### config.mk
export PLATFORM = sky130hd
export DESIGN_NAME = asrp_port
export DESIGN_NICKNAME = d
export VERILOG_FILES = /design/src/inc/asrp_pkg.sv /design/src/design/asrp_buf.sv /design/src/design/asrp_port.sv /design/src/design/asrp_sync.sv
export SDC_FILE = /design/constraint.sdc
export NUM_CORES = 1
export LEC_CHECK = 0
export BUFFER_PORTS_ARGS = -buffer_cell sky130_fd_sc_hd__buf_4
export CORE_ASPECT_RATIO = 0.5
export CORE_MARGIN = 3
export CORE_UTILIZATION = 59
export CTS_BUF_LIST = sky130_fd_sc_hd__clkbuf_4
export CTS_CLUSTER_SIZE = 14
export DETAILED_ROUTE_END_ITERATION = 10
export GPL_ROUTABILITY_DRIVEN = 0
export GPL_TIMING_DRIVEN = 0
export PLACE_DENSITY = 0.9
export RECOVER_POWER = 50
export SYNTH_ARGS = -nofsm -noshare
export SYNTH_HDL_FRONTEND = slang
export SYNTH_HIERARCHICAL = 1
export SYNTH_SLANG_ARGS = --single-unit
### constraint.sdc
create_clock -name clk -period 3 [get_ports clk]
set_input_delay 0.15 -clock clk [delete_from_list [all_inputs] [get_ports clk]]
set_output_delay 0.15 -clock clk [all_outputs]
set_load 0.005 [all_outputs]
### src/inc/asrp_pkg.sv
package asrp_pkg;
    // ======================================================
    // widths and counts
    localparam int result_width = 16;
    localparam int bit_count_width = 5;
    localparam logic [4:0] frame_bits = 5'h10; // sixteen bits per frame
    // internal shift clock half period in system clocks
    localparam int sclk_half_ns = 80;
    localparam int clk_period_ns = 40;
    localparam logic [3:0] sclk_half_cycles = 4'((sclk_half_ns + clk_period_ns - 1) / clk_period_ns);
    // parallel bit positions carried by shared pins
    localparam int pos_chain_pin = 7;
    localparam int pos_data_pin = 8;
    localparam int pos_clock_pin = 9;
    localparam int pos_frame_pin = 10;
    localparam logic [15:0] result_reset = 16'h0000;

    typedef enum logic [1:0] {
        asrp_idle,
        asrp_shift,
        asrp_done
    } asrp_state_type;

    // one buffered conversion result
    typedef struct packed {
        logic [15:0] value;
    } asrp_word_type;

    // static serial configuration pins
    typedef struct packed {
        logic serial_parallel_select;
        logic clock_source_select;
        logic frame_marker_polarity;
        logic shift_clock_invert;
        logic output_coding_select;
    } asrp_cfg_type;
endpackage : asrp_pkg
### src/design/asrp_buf.sv
`timescale 1ns/1ps
// ======================================================
// two entry valid/ready buffer
module asrp_buf (
    input wire logic clk, // system clock
    input wire logic sys_rst, // synchronous reset
    input wire logic in_valid, // source has a word
    output logic in_ready, // buffer can take a word
    input wire asrp_pkg::asrp_word_type in_word, // incoming word
    output logic out_valid, // word available
    input wire logic out_ready, // drain takes word
    output asrp_pkg::asrp_word_type out_word // head word
);
    asrp_pkg::asrp_word_type mem [0:1];
    logic wr_ptr;
    logic rd_ptr;
    logic [1:0] count;
    wire push = in_valid && in_ready;
    wire pop = out_valid && out_ready;

    assign in_ready = (count != 2'h2);
    assign out_valid = (count != 2'h0);
    assign out_word = mem[rd_ptr];

    // pointers and occupancy
    always_ff @(posedge clk) begin
        if (sys_rst) begin
            wr_ptr <= 1'b0;
            rd_ptr <= 1'b0;
            count <= 2'h0;
        end else begin
            if (push) wr_ptr <= ~wr_ptr;
            if (pop) rd_ptr <= ~rd_ptr;
            count <= count + {1'b0, push} - {1'b0, pop};
        end
    end

    // storage holds no reset; count guards validity
    always_ff @(posedge clk) begin
        if (push) mem[wr_ptr] <= in_word;
    end
endmodule : asrp_buf

### src/design/asrp_port.sv
`timescale 1ns/1ps
// Operation
// - parallel mode: pins carry bits 7 to 10
// - external clock: chain pin is data input
// - chain level appears after sixteen clocks
// - internal clock, read-mode high: send during conversion
// - internal clock, read-mode low: send after conversion
// - shift register sends msb first
// - coding select chooses output coding
// - internal clock: data changes as the clock returns to idle, stable on the other edge
// - external, no invert: change on rising
// - external, invert: change on falling
// - clock pin driven only with internal clock or in parallel mode
// - frame marker frames internal clock transfers
// - polarity low: frame marker high while valid
// - polarity high: frame marker low while valid
// - clock source selects internal or host clock
// - high straight binary, low msb inverted
// - outputs enabled only with select and read low
// - busy high from start until latched
module asrp_port (
    input wire logic clk, // system clock, 25 MHz
    input wire logic sys_rst, // synchronous reset, active high
    input wire logic conv_start, // conversion start pulse, same domain
    input wire logic conv_done, // conversion result ready pulse
    input wire logic [15:0] conv_result, // raw conversion result
    input wire asrp_pkg::asrp_cfg_type cfg, // configuration pins
    input wire logic chip_select_n, // chip select pin, active low
    input wire logic read_strobe_n, // read strobe pin, active low
    input wire logic read_mode_or_chain_input, // shared pin input
    input wire logic sclk_in, // clock pin input
    output logic read_mode_or_chain_out, // shared pin output
    output logic read_mode_or_chain_oe, // shared pin enable
    output logic serial_result_out, // data pin output
    output logic serial_result_oe, // data pin enable
    output logic sclk_out, // clock pin output
    output logic sclk_oe, // clock pin enable
    output logic frame_marker_out, // frame pin output
    output logic frame_marker_oe, // frame pin enable
    output logic busy, // conversion busy
    output logic buf_ready // buffer can take a result
);
    // ======================================================
    // pin synchronisers
    logic cs_n_s;
    logic rd_n_s;
    logic chain_s;
    logic sclk_s;

    asrp_sync u_sync_cs (.clk(clk), .sys_rst(sys_rst), .async_in(chip_select_n),
        .sync_out(cs_n_s));
    asrp_sync u_sync_rd (.clk(clk), .sys_rst(sys_rst), .async_in(read_strobe_n),
        .sync_out(rd_n_s));
    asrp_sync u_sync_ch (.clk(clk), .sys_rst(sys_rst), .async_in(read_mode_or_chain_input),
        .sync_out(chain_s));
    asrp_sync u_sync_ck (.clk(clk), .sys_rst(sys_rst), .async_in(sclk_in),
        .sync_out(sclk_s));

    // ======================================================
    // mode decode
    wire serial_mode = cfg.serial_parallel_select;
    wire ext_clk = cfg.clock_source_select;
    wire bus_enable = !cs_n_s && !rd_n_s;
    wire read_during = !ext_clk && chain_s;
    wire frame_active_lvl = !cfg.frame_marker_polarity;

    // ======================================================
    // coding and result buffer
    asrp_pkg::asrp_word_type coded;
    asrp_pkg::asrp_word_type head;
    logic head_valid;
    logic head_take;

    assign coded.value = {conv_result[15] ^ ~cfg.output_coding_select, conv_result[14:0]};

    asrp_buf u_buf (.clk(clk), .sys_rst(sys_rst), .in_valid(conv_done),
        .in_ready(buf_ready), .in_word(coded), .out_valid(head_valid),
        .out_ready(head_take), .out_word(head));

    // ======================================================
    // busy flag
    logic converting;

    // set wins over the done pulse in the same cycle
    wire next_converting = conv_start || (converting && !conv_done);

    always_ff @(posedge clk) begin
        if (sys_rst) begin
            converting <= 1'b0;
        end else if (conv_start) begin
            converting <= 1'b1;
        end else if (conv_done) begin
            converting <= 1'b0;
        end
    end

    // ======================================================
    // external clock edge detection
    logic sclk_d;
    wire ext_rise = sclk_s && !sclk_d;
    wire ext_fall = !sclk_s && sclk_d;
    // update edge selected by the invert pin
    wire ext_update = cfg.shift_clock_invert ? ext_fall : ext_rise;

    always_ff @(posedge clk) begin
        if (sys_rst) sclk_d <= 1'b0;
        else sclk_d <= sclk_s;
    end

    // ======================================================
    // internal shift clock generator
    logic [3:0] div_cnt;
    logic int_clk;
    wire div_wrap = (div_cnt == asrp_pkg::sclk_half_cycles - 4'h1);
    // data changes only at the active-to-inactive point, so it is steady on the inactive-to-active edge
    wire int_update = div_wrap && int_clk;

    // ======================================================
    // shifter state
    asrp_pkg::asrp_state_type state;
    asrp_pkg::asrp_state_type next_state;
    logic [15:0] shreg;
    logic [4:0] bit_cnt;
    logic [15:0] next_shreg;
    logic [4:0] next_bit_cnt;

    wire shift_tick = ext_clk ? ext_update : int_update;
    // after-conversion read waits for busy to fall
    wire may_start = read_during || !converting || ext_clk;
    wire start = (state == asrp_pkg::asrp_idle) && serial_mode && bus_enable
        && head_valid && may_start;
    wire last_bit = (bit_cnt == asrp_pkg::frame_bits - 5'h1);
    // chain level enters the tail, surfacing after sixteen clocks
    wire chain_bit = ext_clk ? chain_s : 1'b0;

    assign head_take = start;

    // next state and shift register
    always_comb begin
        next_state = state;
        next_shreg = shreg;
        next_bit_cnt = bit_cnt;
        case (state)
            asrp_pkg::asrp_idle: begin
                if (start) begin
                    next_state = asrp_pkg::asrp_shift;
                    next_shreg = head.value;
                    next_bit_cnt = 5'h00;
                end
            end
            asrp_pkg::asrp_shift: begin
                if (!bus_enable) begin
                    next_state = asrp_pkg::asrp_idle;
                end else if (shift_tick) begin
                    next_shreg = {shreg[14:0], chain_bit};
                    next_bit_cnt = bit_cnt + 5'h01;
                    if (last_bit && !ext_clk) next_state = asrp_pkg::asrp_done;
                end
            end
            asrp_pkg::asrp_done: begin
                if (!bus_enable) next_state = asrp_pkg::asrp_idle;
            end
            default: next_state = asrp_pkg::asrp_idle;
        endcase
    end

    always_ff @(posedge clk) begin
        if (sys_rst) begin
            state <= asrp_pkg::asrp_idle;
            shreg <= asrp_pkg::result_reset;
            bit_cnt <= 5'h00;
        end else begin
            state <= next_state;
            shreg <= next_shreg;
            bit_cnt <= next_bit_cnt;
        end
    end

    // internal clock runs only during a frame so idle clock stays low
    always_ff @(posedge clk) begin
        if (sys_rst || state != asrp_pkg::asrp_shift || ext_clk) begin
            div_cnt <= 4'h0;
            int_clk <= 1'b0;
        end else if (div_wrap) begin
            div_cnt <= 4'h0;
            int_clk <= ~int_clk;
        end else begin
            div_cnt <= div_cnt + 4'h1;
        end
    end

    // ======================================================
    // pin multiplexing
    wire framing = (state == asrp_pkg::asrp_shift);
    wire sclk_level = int_clk ^ cfg.shift_clock_invert;
    wire [15:0] par = head_valid ? head.value : asrp_pkg::result_reset;

    wire next_chain_out = par[asrp_pkg::pos_chain_pin];
    wire next_chain_oe = !serial_mode && bus_enable;
    wire next_data_out = serial_mode ? shreg[15] : par[asrp_pkg::pos_data_pin];
    wire next_data_oe = bus_enable;
    wire next_clk_out = serial_mode ? sclk_level : par[asrp_pkg::pos_clock_pin];
    // clock pin driven only for internal clock or parallel bit
    wire next_clk_oe = bus_enable && !(serial_mode && ext_clk);
    wire next_frame_out = serial_mode ? (framing ? frame_active_lvl : ~frame_active_lvl)
        : par[asrp_pkg::pos_frame_pin];
    wire next_frame_oe = bus_enable && !(serial_mode && ext_clk);

    // registered pin drivers
    always_ff @(posedge clk) begin
        if (sys_rst) begin
            read_mode_or_chain_out <= 1'b0;
            read_mode_or_chain_oe <= 1'b0;
            serial_result_out <= 1'b0;
            serial_result_oe <= 1'b0;
            sclk_out <= 1'b0;
            sclk_oe <= 1'b0;
            frame_marker_out <= 1'b0;
            frame_marker_oe <= 1'b0;
            busy <= 1'b0;
        end else begin
            read_mode_or_chain_out <= next_chain_out;
            read_mode_or_chain_oe <= next_chain_oe;
            serial_result_out <= next_data_out;
            serial_result_oe <= next_data_oe;
            sclk_out <= next_clk_out;
            sclk_oe <= next_clk_oe;
            frame_marker_out <= next_frame_out;
            frame_marker_oe <= next_frame_oe;
            busy <= next_converting;
        end
    end
endmodule : asrp_port

### src/design/asrp_sync.sv
`timescale 1ns/1ps
// ======================================================
// two flop synchroniser for pin inputs
module asrp_sync (
    input wire logic clk, // system clock
    input wire logic sys_rst, // synchronous reset
    input wire logic async_in, // pin level
    output logic sync_out // synchronised level
);
    logic stage1;

    // first stage feeds only the second
    always_ff @(posedge clk) begin
        if (sys_rst) begin
            stage1 <= 1'b0;
            sync_out <= 1'b0;
        end else begin
            stage1 <= async_in;
            sync_out <= stage1;
        end
    end
endmodule : asrp_sync

# After elaboration in Yosys (flattened, before gate mapping)
# Memories as Yosys holds them, arrays and structs flattened. A register that Yosys moved wholly into a read port is not among the register bits.
# Cells that the tools add are included.
# word_totals
n_memories	1
out_inout_bits	10
in_bits	29
regBits	50
ram_bits	32
# memory_table
name	depth	word_bits	rd	rd_clocked_by_memory_dff	wr	line	rtl
u_buf.mem	2	16	1	1	1	asrp_buf.sv:14	asrp_pkg::asrp_word_type mem [0:1];
# classes
n_mux	28
n_addsub	4
n_bitwise	7
eq_ne	12
n_reduce_logical	39
# ops
op	n
$mux 16	3
$pmux 16 s2	1
$logic_and 1x1->1	16
$mux 5	3
$mux 1	13
$mux 11	1
$logic_not 1->1	10
$mux 2	5
$pmux 5 s2	1
$ne 2x2->1 const B	4
$reduce_and 4->1	2
$pmux 2 s3	1
$reduce_bool 2->1	3
$add 5x1->5 const B	1
$eq 5x4->1 const B	1
$logic_or 1x1->1	5
$not 1->1	5
$add 4x1->4 const B	1
$eq 4x1->1 const B	1
$ne 2x1->1 const B	2
$reduce_or 2->1	2
$ne 3x2->1 const B	1
$ne 3x3->1 const B	1
$add 2x1->2	1
5 further kinds	6

# Depth between registers and ports, before layout
# Gate-level depths: netlist of the first run.
# depth
word_depth	8
mapped_depth	11
ltp_nobuf	11

# Hierarchy
# The synthesis of the first run kept the hierarchy.
# modules_own_cells
mod	n_inst	seq_area_each_um2	cells_per_inst	area_each_um2
asrp_port	1	760.7	197	1771.7
asrp_buf	1	1061.0	74	1438.9
asrp_sync	4	40.0	4	52.6

# Worst setup path before layout of the first run
# No wires, ideal clock.
# synth_timing
path_kind	register -> register
from	reg u_buf.count[1]
to	reg u_buf.count[1]
path_slack_ns	1.012
path_stages_with_launch	12
t_required_ns	2.885
period_less_slack_ns	1.988
t_arrival_ns	1.873
cell_sequence	dfxtp_1 or2_1 and4bb_1 nand3_1 inv_1 o21a_2 ha_1 inv_1 ha_1 xor2_1 xnor2_1 nor2_1
# synth_via
elab_chain_len	5
# synth_rtl
element	line	rtl
start, declared	asrp_buf.sv:17	logic [1:0] count;
start signal, assigned	asrp_buf.sv:34	count <= count + {1'b0, push} - {1'b0, pop};
$reduce_bool 2->1	asrp_buf.sv:22	assign out_valid = (count != 2'h0);
net head_valid	asrp_port.sv:71	logic head_valid;
$logic_and 1x1->1 (2 in series)	asrp_port.sv:131	&& head_valid && may_start;
net head_take	asrp_port.sv:72	logic head_take;
$logic_and 1x1->1	asrp_buf.sv:19	wire pop = out_valid && out_ready;
net u_buf.pop	asrp_buf.sv:19	
$sub 2x1->2	asrp_buf.sv:34	
# The timed path passes the listed nets, and every way through them passes these cells.
# A chain may end at the register's enable or synchronous reset.

# Worst setup path in the final report of the first run
# Same ends and word-level chain as after synthesis.

==> impl_metrics.py, run 1 <==
metrics = {
    "floorplan": {
        "rows": 18,
        "die-area_um2": 6800,
        "die_w_um": 114,
        "die_h_um": 59.8,
        "core_um2": 5250,
        "ios": 39,
        "start_util_pct": 65.2,
    },
    "power_and_ir_drop": {
        "leakage_nw": 1.64,
        "power.switching_uw": 870,
        "power.density_nw_per_um2": 682,
        "internal_power_mw": 2.01,
        "swShare_pct": 30.2,
        "total_power_mw": 2.88,
        "comb_power_share_pct": 25.2,
        "p_seq_share_pct": 49.2,
        "vdd_drop_max_uv": 403,
        "power.share.clock_pct": 25.6,
    },
    "yosys": {
        "synth_area_um2": 3420,
        "netlist_instances": 287,
        "ys_seq_area_share_pct": 57.9,
        "avgSynthCellArea_um2": 11.9,
        "synth-seq-cells": 83,
        "synth_warnings": 6,
        "ys_types": 42,
        "syn-num-nets": 322,
    },
    "sta": {
        "fmax_mhz": 430,
        "relSlewSlack_pct": 42.1,
        "finalWorstSetupSlack_ps": 674,
        "tightest_slew_ps": 868,
        "setup_viol": 0,
        "drv_slew": 0,
        "hold-worst-slack_ps": 9.16,
        "fin_setup_tns_ps": 0,
        "period_share_pct": 77.5,
        "hold_violations": 0,
        "rsz0062_at_grt": "false",
        "fin_crit_ps": 2330,
        "fin_skew_ps": 10.3,
    },
    "setup_path": {
        "worstSetupPathType": "flop to flop",
        "crit_required_ps": 3320,
        "startpoint_type": "flop",
        "critPathCaptureType": "flop",
        "cp_max_fo": 5,
        "crit_start": "u_buf/count[1]",
        "cp.arrival_ps": 2650,
        "r2r_start": "u_buf/count[1]",
    },
    "routing": {
        "first_iter_violations": 200,
        "wl_met1_um": 3060,
        "dr_wl_met3_um": 549,
        "vias": 2476,
        "ant_nets": 0,
        "drt-wirelength-per-cell_um": 17.3,
        "first_pass_iters": 4,
        "dr_wl_met2_um": 3840,
        "highest_layer": "met4",
        "remaining_drc_errors": 0,
        "drt_wl_total_um": 7600,
        "via_per_inst": 5.65,
    },
    "clocking": {
        "postCtsSetupBuffers": 0,
        "htree_num_levels": 3,
        "cts_buffers": 9,
        "cts_resized": 0,
        "clock-root-buffer": "clkbuf_4",
        "clock_sinks": 83,
        "cts_tree": "yes",
        "ctsHoldBuffers": 28,
        "worst_skew_pair.late_latency_ps": 460,
        "cts_buffer_depth": 2,
        "clk_pin_slew_ps": 130,
    },
    "worst_hold_path": {
        "hold_path_class": "input pin to flop",
        "min_from": "conv_result[15]",
    },
    "place": {
        "place_ws_ps": 756,
        "hpwl_um": 4900,
        "io_buffers": 37,
        "placed_cells": 394,
    },
    "final_layout": {
        "nets": 398,
        "diodes": 0,
        "drive_gt1_share_pct": 25.5,
        "final_cells": 438,
        "area_delta_synth_final_pct": 23.3,
    },
    "grt": {
        "grt_max_degree": 17,
        "grt_pass1_wl_um": 12600,
        "gr-total-overflow": 0,
        "grt_pass1_vias": 2576,
        "antenna_found_initial": 0,
        "track_usage_pct": 25.0,
    },
    "job": {
        "maxCapViolations": 0,
    },
    "status": {
        "status": "finished clean",
    },
}
==> registers in the layout (all words and copies together), names as in the netlist, 2 cells and up, named ones only <==
register and flops:
bit_cnt 5, div_cnt 4, shreg 16, state 2
u_buf/count 2, u_buf/mem 32
==> layout make-up <==
| class | count | area (um2) |
|---|---|---|
| multi-input cells | 180 | 1310 |
| plain buffers | 17 | 106 |
| inverters | 7 | 26.3 |
| flip-flops and latches | 83 | 1980 |
| clock buffers | 10 | 75.1 |
| repair buffers | 65 | 547 |
| clock inverters | 6 | 90.1 |
| fillers | 282 | 1030 |
| well taps | 70 | 87.6 |
==> worst max-delay path: stages, from the launching register on <==
cell	delay, ps
dfxtp_1	370
or2_1	310
and4bb_1	230
nand3_1	130
inv_1	90
o21a_2	140
ha_1	290
inv_1	70
ha_1	170
xor2_1	200
xnor2_1	140
nor2_1	60
==> through the flow <==
stage,util [%],cell area (um2)
2_1_floorplan,-,3420
3_3_place_gp,72.2,3790
3_5_place_dp,72.2,3790
4_1_cts,80.6,4230
5_1_grt,80.4,4220
6_report,80.4,4220
==> cells in the final DEF, fill, tap and decap left out, types with 10 or more instances in the layout <==
cell type | synthesis | final
mux2_4 | 11 | 10
nor2_1 | 34 | 33
buf_4 | 2 | 12
edfxtp_1 | 32 | 32
clkbuf_4 | 0 | 34
a311oi_2 | 15 | 15
nand2_1 | 37 | 37
dlygate4sd3_1 | 0 | 28
dfxtp_1 | 51 | 51
nor2b_1 | 12 | 12
==> cells by family (layout without fill, tap and decap cells) <==
kind of cell    Yosys count  count (layout)  share of synthesized area [%]
flops                    83              83                           57.9
compound gates           34              34                           10.5
simple gates            114             114                           16.4
buf+inv                  24             105                           3.88
mux                      17              17                           6.80
fa+ha+maj                 6               6                           2.19
xor+xnor                  9               9                           2.30
==> power by group through the flow <==
stage,clock network [mW],logic (mW),registers (mW)
detailed placement,0,0.685,1.43
global placement,0,0.643,1.42
CTS,0.737,0.723,1.41
floorplan,0,0.503,1.41
finish,0.738,0.724,1.42
global route,0.788,0.783,1.43
==> per-layer routing <==
layer / global-route usage, % / vias up
li1: - / 1162
met1: 28.4 / 1202
met2: 44.9 / 91
met3: 7.38 / 21
met4: 11.0 / 0
met5: 0 / -
==> final timing paths <==
check | endpoint | slack [ps] | cells after the start
worst max register to register | u_buf/count[1] | 670 | 11
worst min-delay path | u_buf/mem[1][15] | 9 | 2
worst min register to register | u_sync_ch/sync_out | 460 | 1
worst max-delay path | u_buf/count[1] | 670 | 11
==> synth_stat cells (all sizes together) <==
library cell	n	area [um2]
nor4b	2	17.5
clkbuf	5	18.8
nor3	2	10.0
o21a	1	8.76
or3b	1	8.76
xnor2	6	52.6
ha	6	75.1
a21oi	9	45.0
edfxtp	32	961
o31ai	1	7.51
nor2b	12	75.1
dfxtp	51	1020
a311oi	15	225
and4bb	1	12.5
and3b	2	17.5
nor2	34	128
xor2	3	26.3
o21ai	3	22.5
nand3b	2	15.0
mux2	17	233
or4	1	7.51
a32oi	1	16.3
nor3b	2	20.0
nor4	2	12.5
nand2b	5	33.8
nand3	4	20.0
inv	7	26.3
a211oi	1	7.51
buf	12	87.6
nand2	38	145
a32o	2	20.0
or2	1	6.26
a31oi	1	6.26
and3	5	31.3
(Power assumes the default switching activity.)
==> inputs of run 2 (changes only) <==
Settings changed: CORE_UTILIZATION 59 to 54, PLACE_DENSITY 0.9 to 0.87.
Clock period 3 ns to 1.9 ns, I/O delays scaled along.
==> run 2 against run 1 <==
  * The run now ends with hold timing, setup timing left
  * Global-route usage is 1.7 points lower
  * Design area is 8.0% higher
  * Fmax is 12% higher
  * Non-clock buffer count is 20 higher
  * Via count is 11% higher
  * Setup slack worse by 850 ps
  * Sequential share of layout area is 3.3 points lower
  * Count of clock-buffer cells in the layout is 2 higher
  * Highest routed layer unchanged
==> impl_metrics.py, run 2 (synthesis results as in run 1) <==
metrics = {
    "grt": {
        "antenna_found_initial": 0,
        "track_usage_pct": 23.3,
        "grt_max_degree": 17,
        "gr-total-overflow": 0,
        "grt_pass1_vias": 2733,
        "grt_pass1_wl_um": 13300,
    },
    "status": {
        "violations": "hold timing, setup timing",
        "status": "finished, violations left",
    },
    "power_and_ir_drop": {
        "vdd_drop_max_uv": 641,
        "leakage_nw": 1.78,
        "power.density_nw_per_um2": 1050,
    },
    "clocking": {
        "cts_buffers": 9,
        "clock_sinks": 83,
        "clock-root-buffer": "clkbuf_4",
        "cts_buffer_depth": 2,
        "htree_num_levels": 3,
        "cts_tree": "yes",
        "worst_skew_pair.late_latency_ps": 440,
        "ctsHoldBuffers": 33,
        "clk_pin_slew_ps": 120,
    },
    "setup_path": {
        "cp_slowest_stage_delay_ps": 360,
        "r2r_start": "u_buf/count[1]",
        "cp.arrival_ps": 2410,
        "reg2regPathDepth": 11,
        "cp_max_fo": 2,
        "worstSetupPathType": "flop to flop",
        "cpMaxStageDelayCell": "dfxtp_4",
        "startpoint_type": "flop",
        "path_cells": "or2_4 > and4bb_1 > nand3_2 > inv_2 > o21a_4 > ha_4 > inv_2 > ha_4 > xor2_2 > xnor2_1 > nor2_1",
        "ff2ff_setup_slack_ps": -180,
        "critPathCaptureType": "flop",
        "crit_required_ps": 2240,
        "r2r-end": "u_buf/count[1]",
    },
    "final_layout": {
        "diodes": 0,
        "area_delta_synth_final_pct": 33.2,
        "nets": 418,
        "top_register": "u_buf/mem",
        "largest_register_ffs": 32,
        "postLayoutCoreUtil_pct": 78.6,
        "final_common_cell": "dfxtp_1",
        "reg.largest.list": "u_buf/mem (32), shreg (16), bit_cnt (5)",
        "drive_gt1_share_pct": 34.5,
        "mostFrequentLayoutCells": "47 x dfxtp_1, 37 x nand2_1, 33 x buf_4, 33 x dlygate4sd3_1, 32 x edfxtp_1",
    },
    "worst_hold_path": {
        "min_from": "sys_rst",
        "holdPathStages": 2,
        "hold_end": "u_buf/count[0]",
        "hold_path_class": "input pin to flop",
    },
    "sta": {
        "relSlewSlack_pct": 48.3,
        "finalWorstSetupSlack_ps": -175,
        "drv_slew": 0,
        "fin_skew_ps": 20.0,
        "period_share_pct": 109,
        "hold-worst-slack_ps": -42.5,
        "tightest_slew_ps": 776,
        "setup_viol": 18,
        "fmax_mhz": 482,
        "rsz0062_at_grt": "true",
        "fin_crit_ps": 2080,
        "hold_violations": 4,
    },
    "place": {
        "hpwl_um": 4570,
        "io_buffers": 37,
    },
    "routing": {
        "drt-wirelength-per-cell_um": 19.7,
        "ant_nets": 0,
        "vias": 2758,
        "drt_wl_total_um": 9280,
        "remaining_drc_errors": 0,
        "first_pass_iters": 6,
        "via_per_inst": 5.84,
        "first_iter_violations": 258,
    },
    "floorplan": {
        "rows": 19,
        "start_util_pct": 59.0,
        "die_h_um": 62.3,
        "die_w_um": 119,
        "ios": 39,
        "core_um2": 5800,
        "die-area_um2": 7380,
    },
    "job": {
        "maxCapViolations": 0,
    },
}
## run 2: worst max-delay path by stage
stage | end | depth (start not counted) | slack, ps | from
6_report | u_buf/count[1] | 11 | -180 | u_buf/count[1]
5_1_grt | u_buf/count[1] | 11 | -200 | u_buf/count[1]
4_1_cts | u_buf/count[1] | 11 | -80 | u_buf/count[1]
3_5_place_dp | u_buf/mem[0][13] | 3 | -150 | u_buf/count[0]
3_3_place_gp | u_buf/mem[0][4] | 3 | -90 | u_buf/count[0]
2_1_floorplan | u_buf/count[1] | 11 | -0.3 | u_buf/count[0]
## run 2: stage by stage
| stage | std cells | area (um2) | total power, mW | setup TNS, ps | worst slack, ps |
|---|---|---|---|---|---|
| after global routing | 472 | 4560 | 4.98 | -1620 | -201 |
| final | 472 | 4560 | 4.78 | -876 | -175 |
| after floorplan | 287 | 3450 | 3.06 | -0.266 | -0.266 |
| after detailed placement | 408 | 3840 | 3.37 | -3380 | -152 |
| after global placement | 408 | 3840 | 3.30 | -1440 | -85.4 |
| after CTS | 464 | 4360 | 4.36 | -76.6 | -76.6 |
## run 2: critical path, delay by kind of cell (launching register included)
family / cells / cell delay, ps
AO/OA/AOI/OAI: 1 / 130
XOR/XNOR: 2 / 310
adder cells (fa/ha/maj): 2 / 410
buffers and inverters: 2 / 110
flip-flops: 1 / 360
AND/OR/NAND/NOR: 4 / 640
## run 2: routing by layer
metal | global-route usage [%] | vias to the layer above | routed length (um)
met3 | 7.34 | 64 | 776
met4 | 14.3 | 0 | 522
met5 | 0 | - | 0
met2 | 38.6 | 175 | 4450
met1 | 26.6 | 1316 | 3540
li1 | - | 1203 | -
## run 2: power breakdown
group | switching, mW | internal (mW)
clock network | 0.576 | 0.302
registers | 0.157 | 2.12
logic | 0.826 | 0.799
total | 1.56 | 3.22
## run 2: final cells by class
| class | count | area [um2] |
|---|---|---|
| plain buffers | 15 | 114 |
| clock buffers | 12 | 90.1 |
| clock inverters | 4 | 17.5 |
| fillers | 320 | 1240 |
| inverters | 7 | 26.3 |
| multi-input cells | 180 | 1440 |
| flip-flops and latches | 83 | 1990 |
| well taps | 84 | 105 |
| repair buffers | 87 | 777 |
## run 2: what timing repair did
action                                  4_1_cts  5_1_grt
cloned                                        0        3
pin swaps                                     6       23
setup buffers                                 7        7
endpoints found under the setup margin       36       22
hold endpoints to repair                     51        4
resized for setup                             7       33
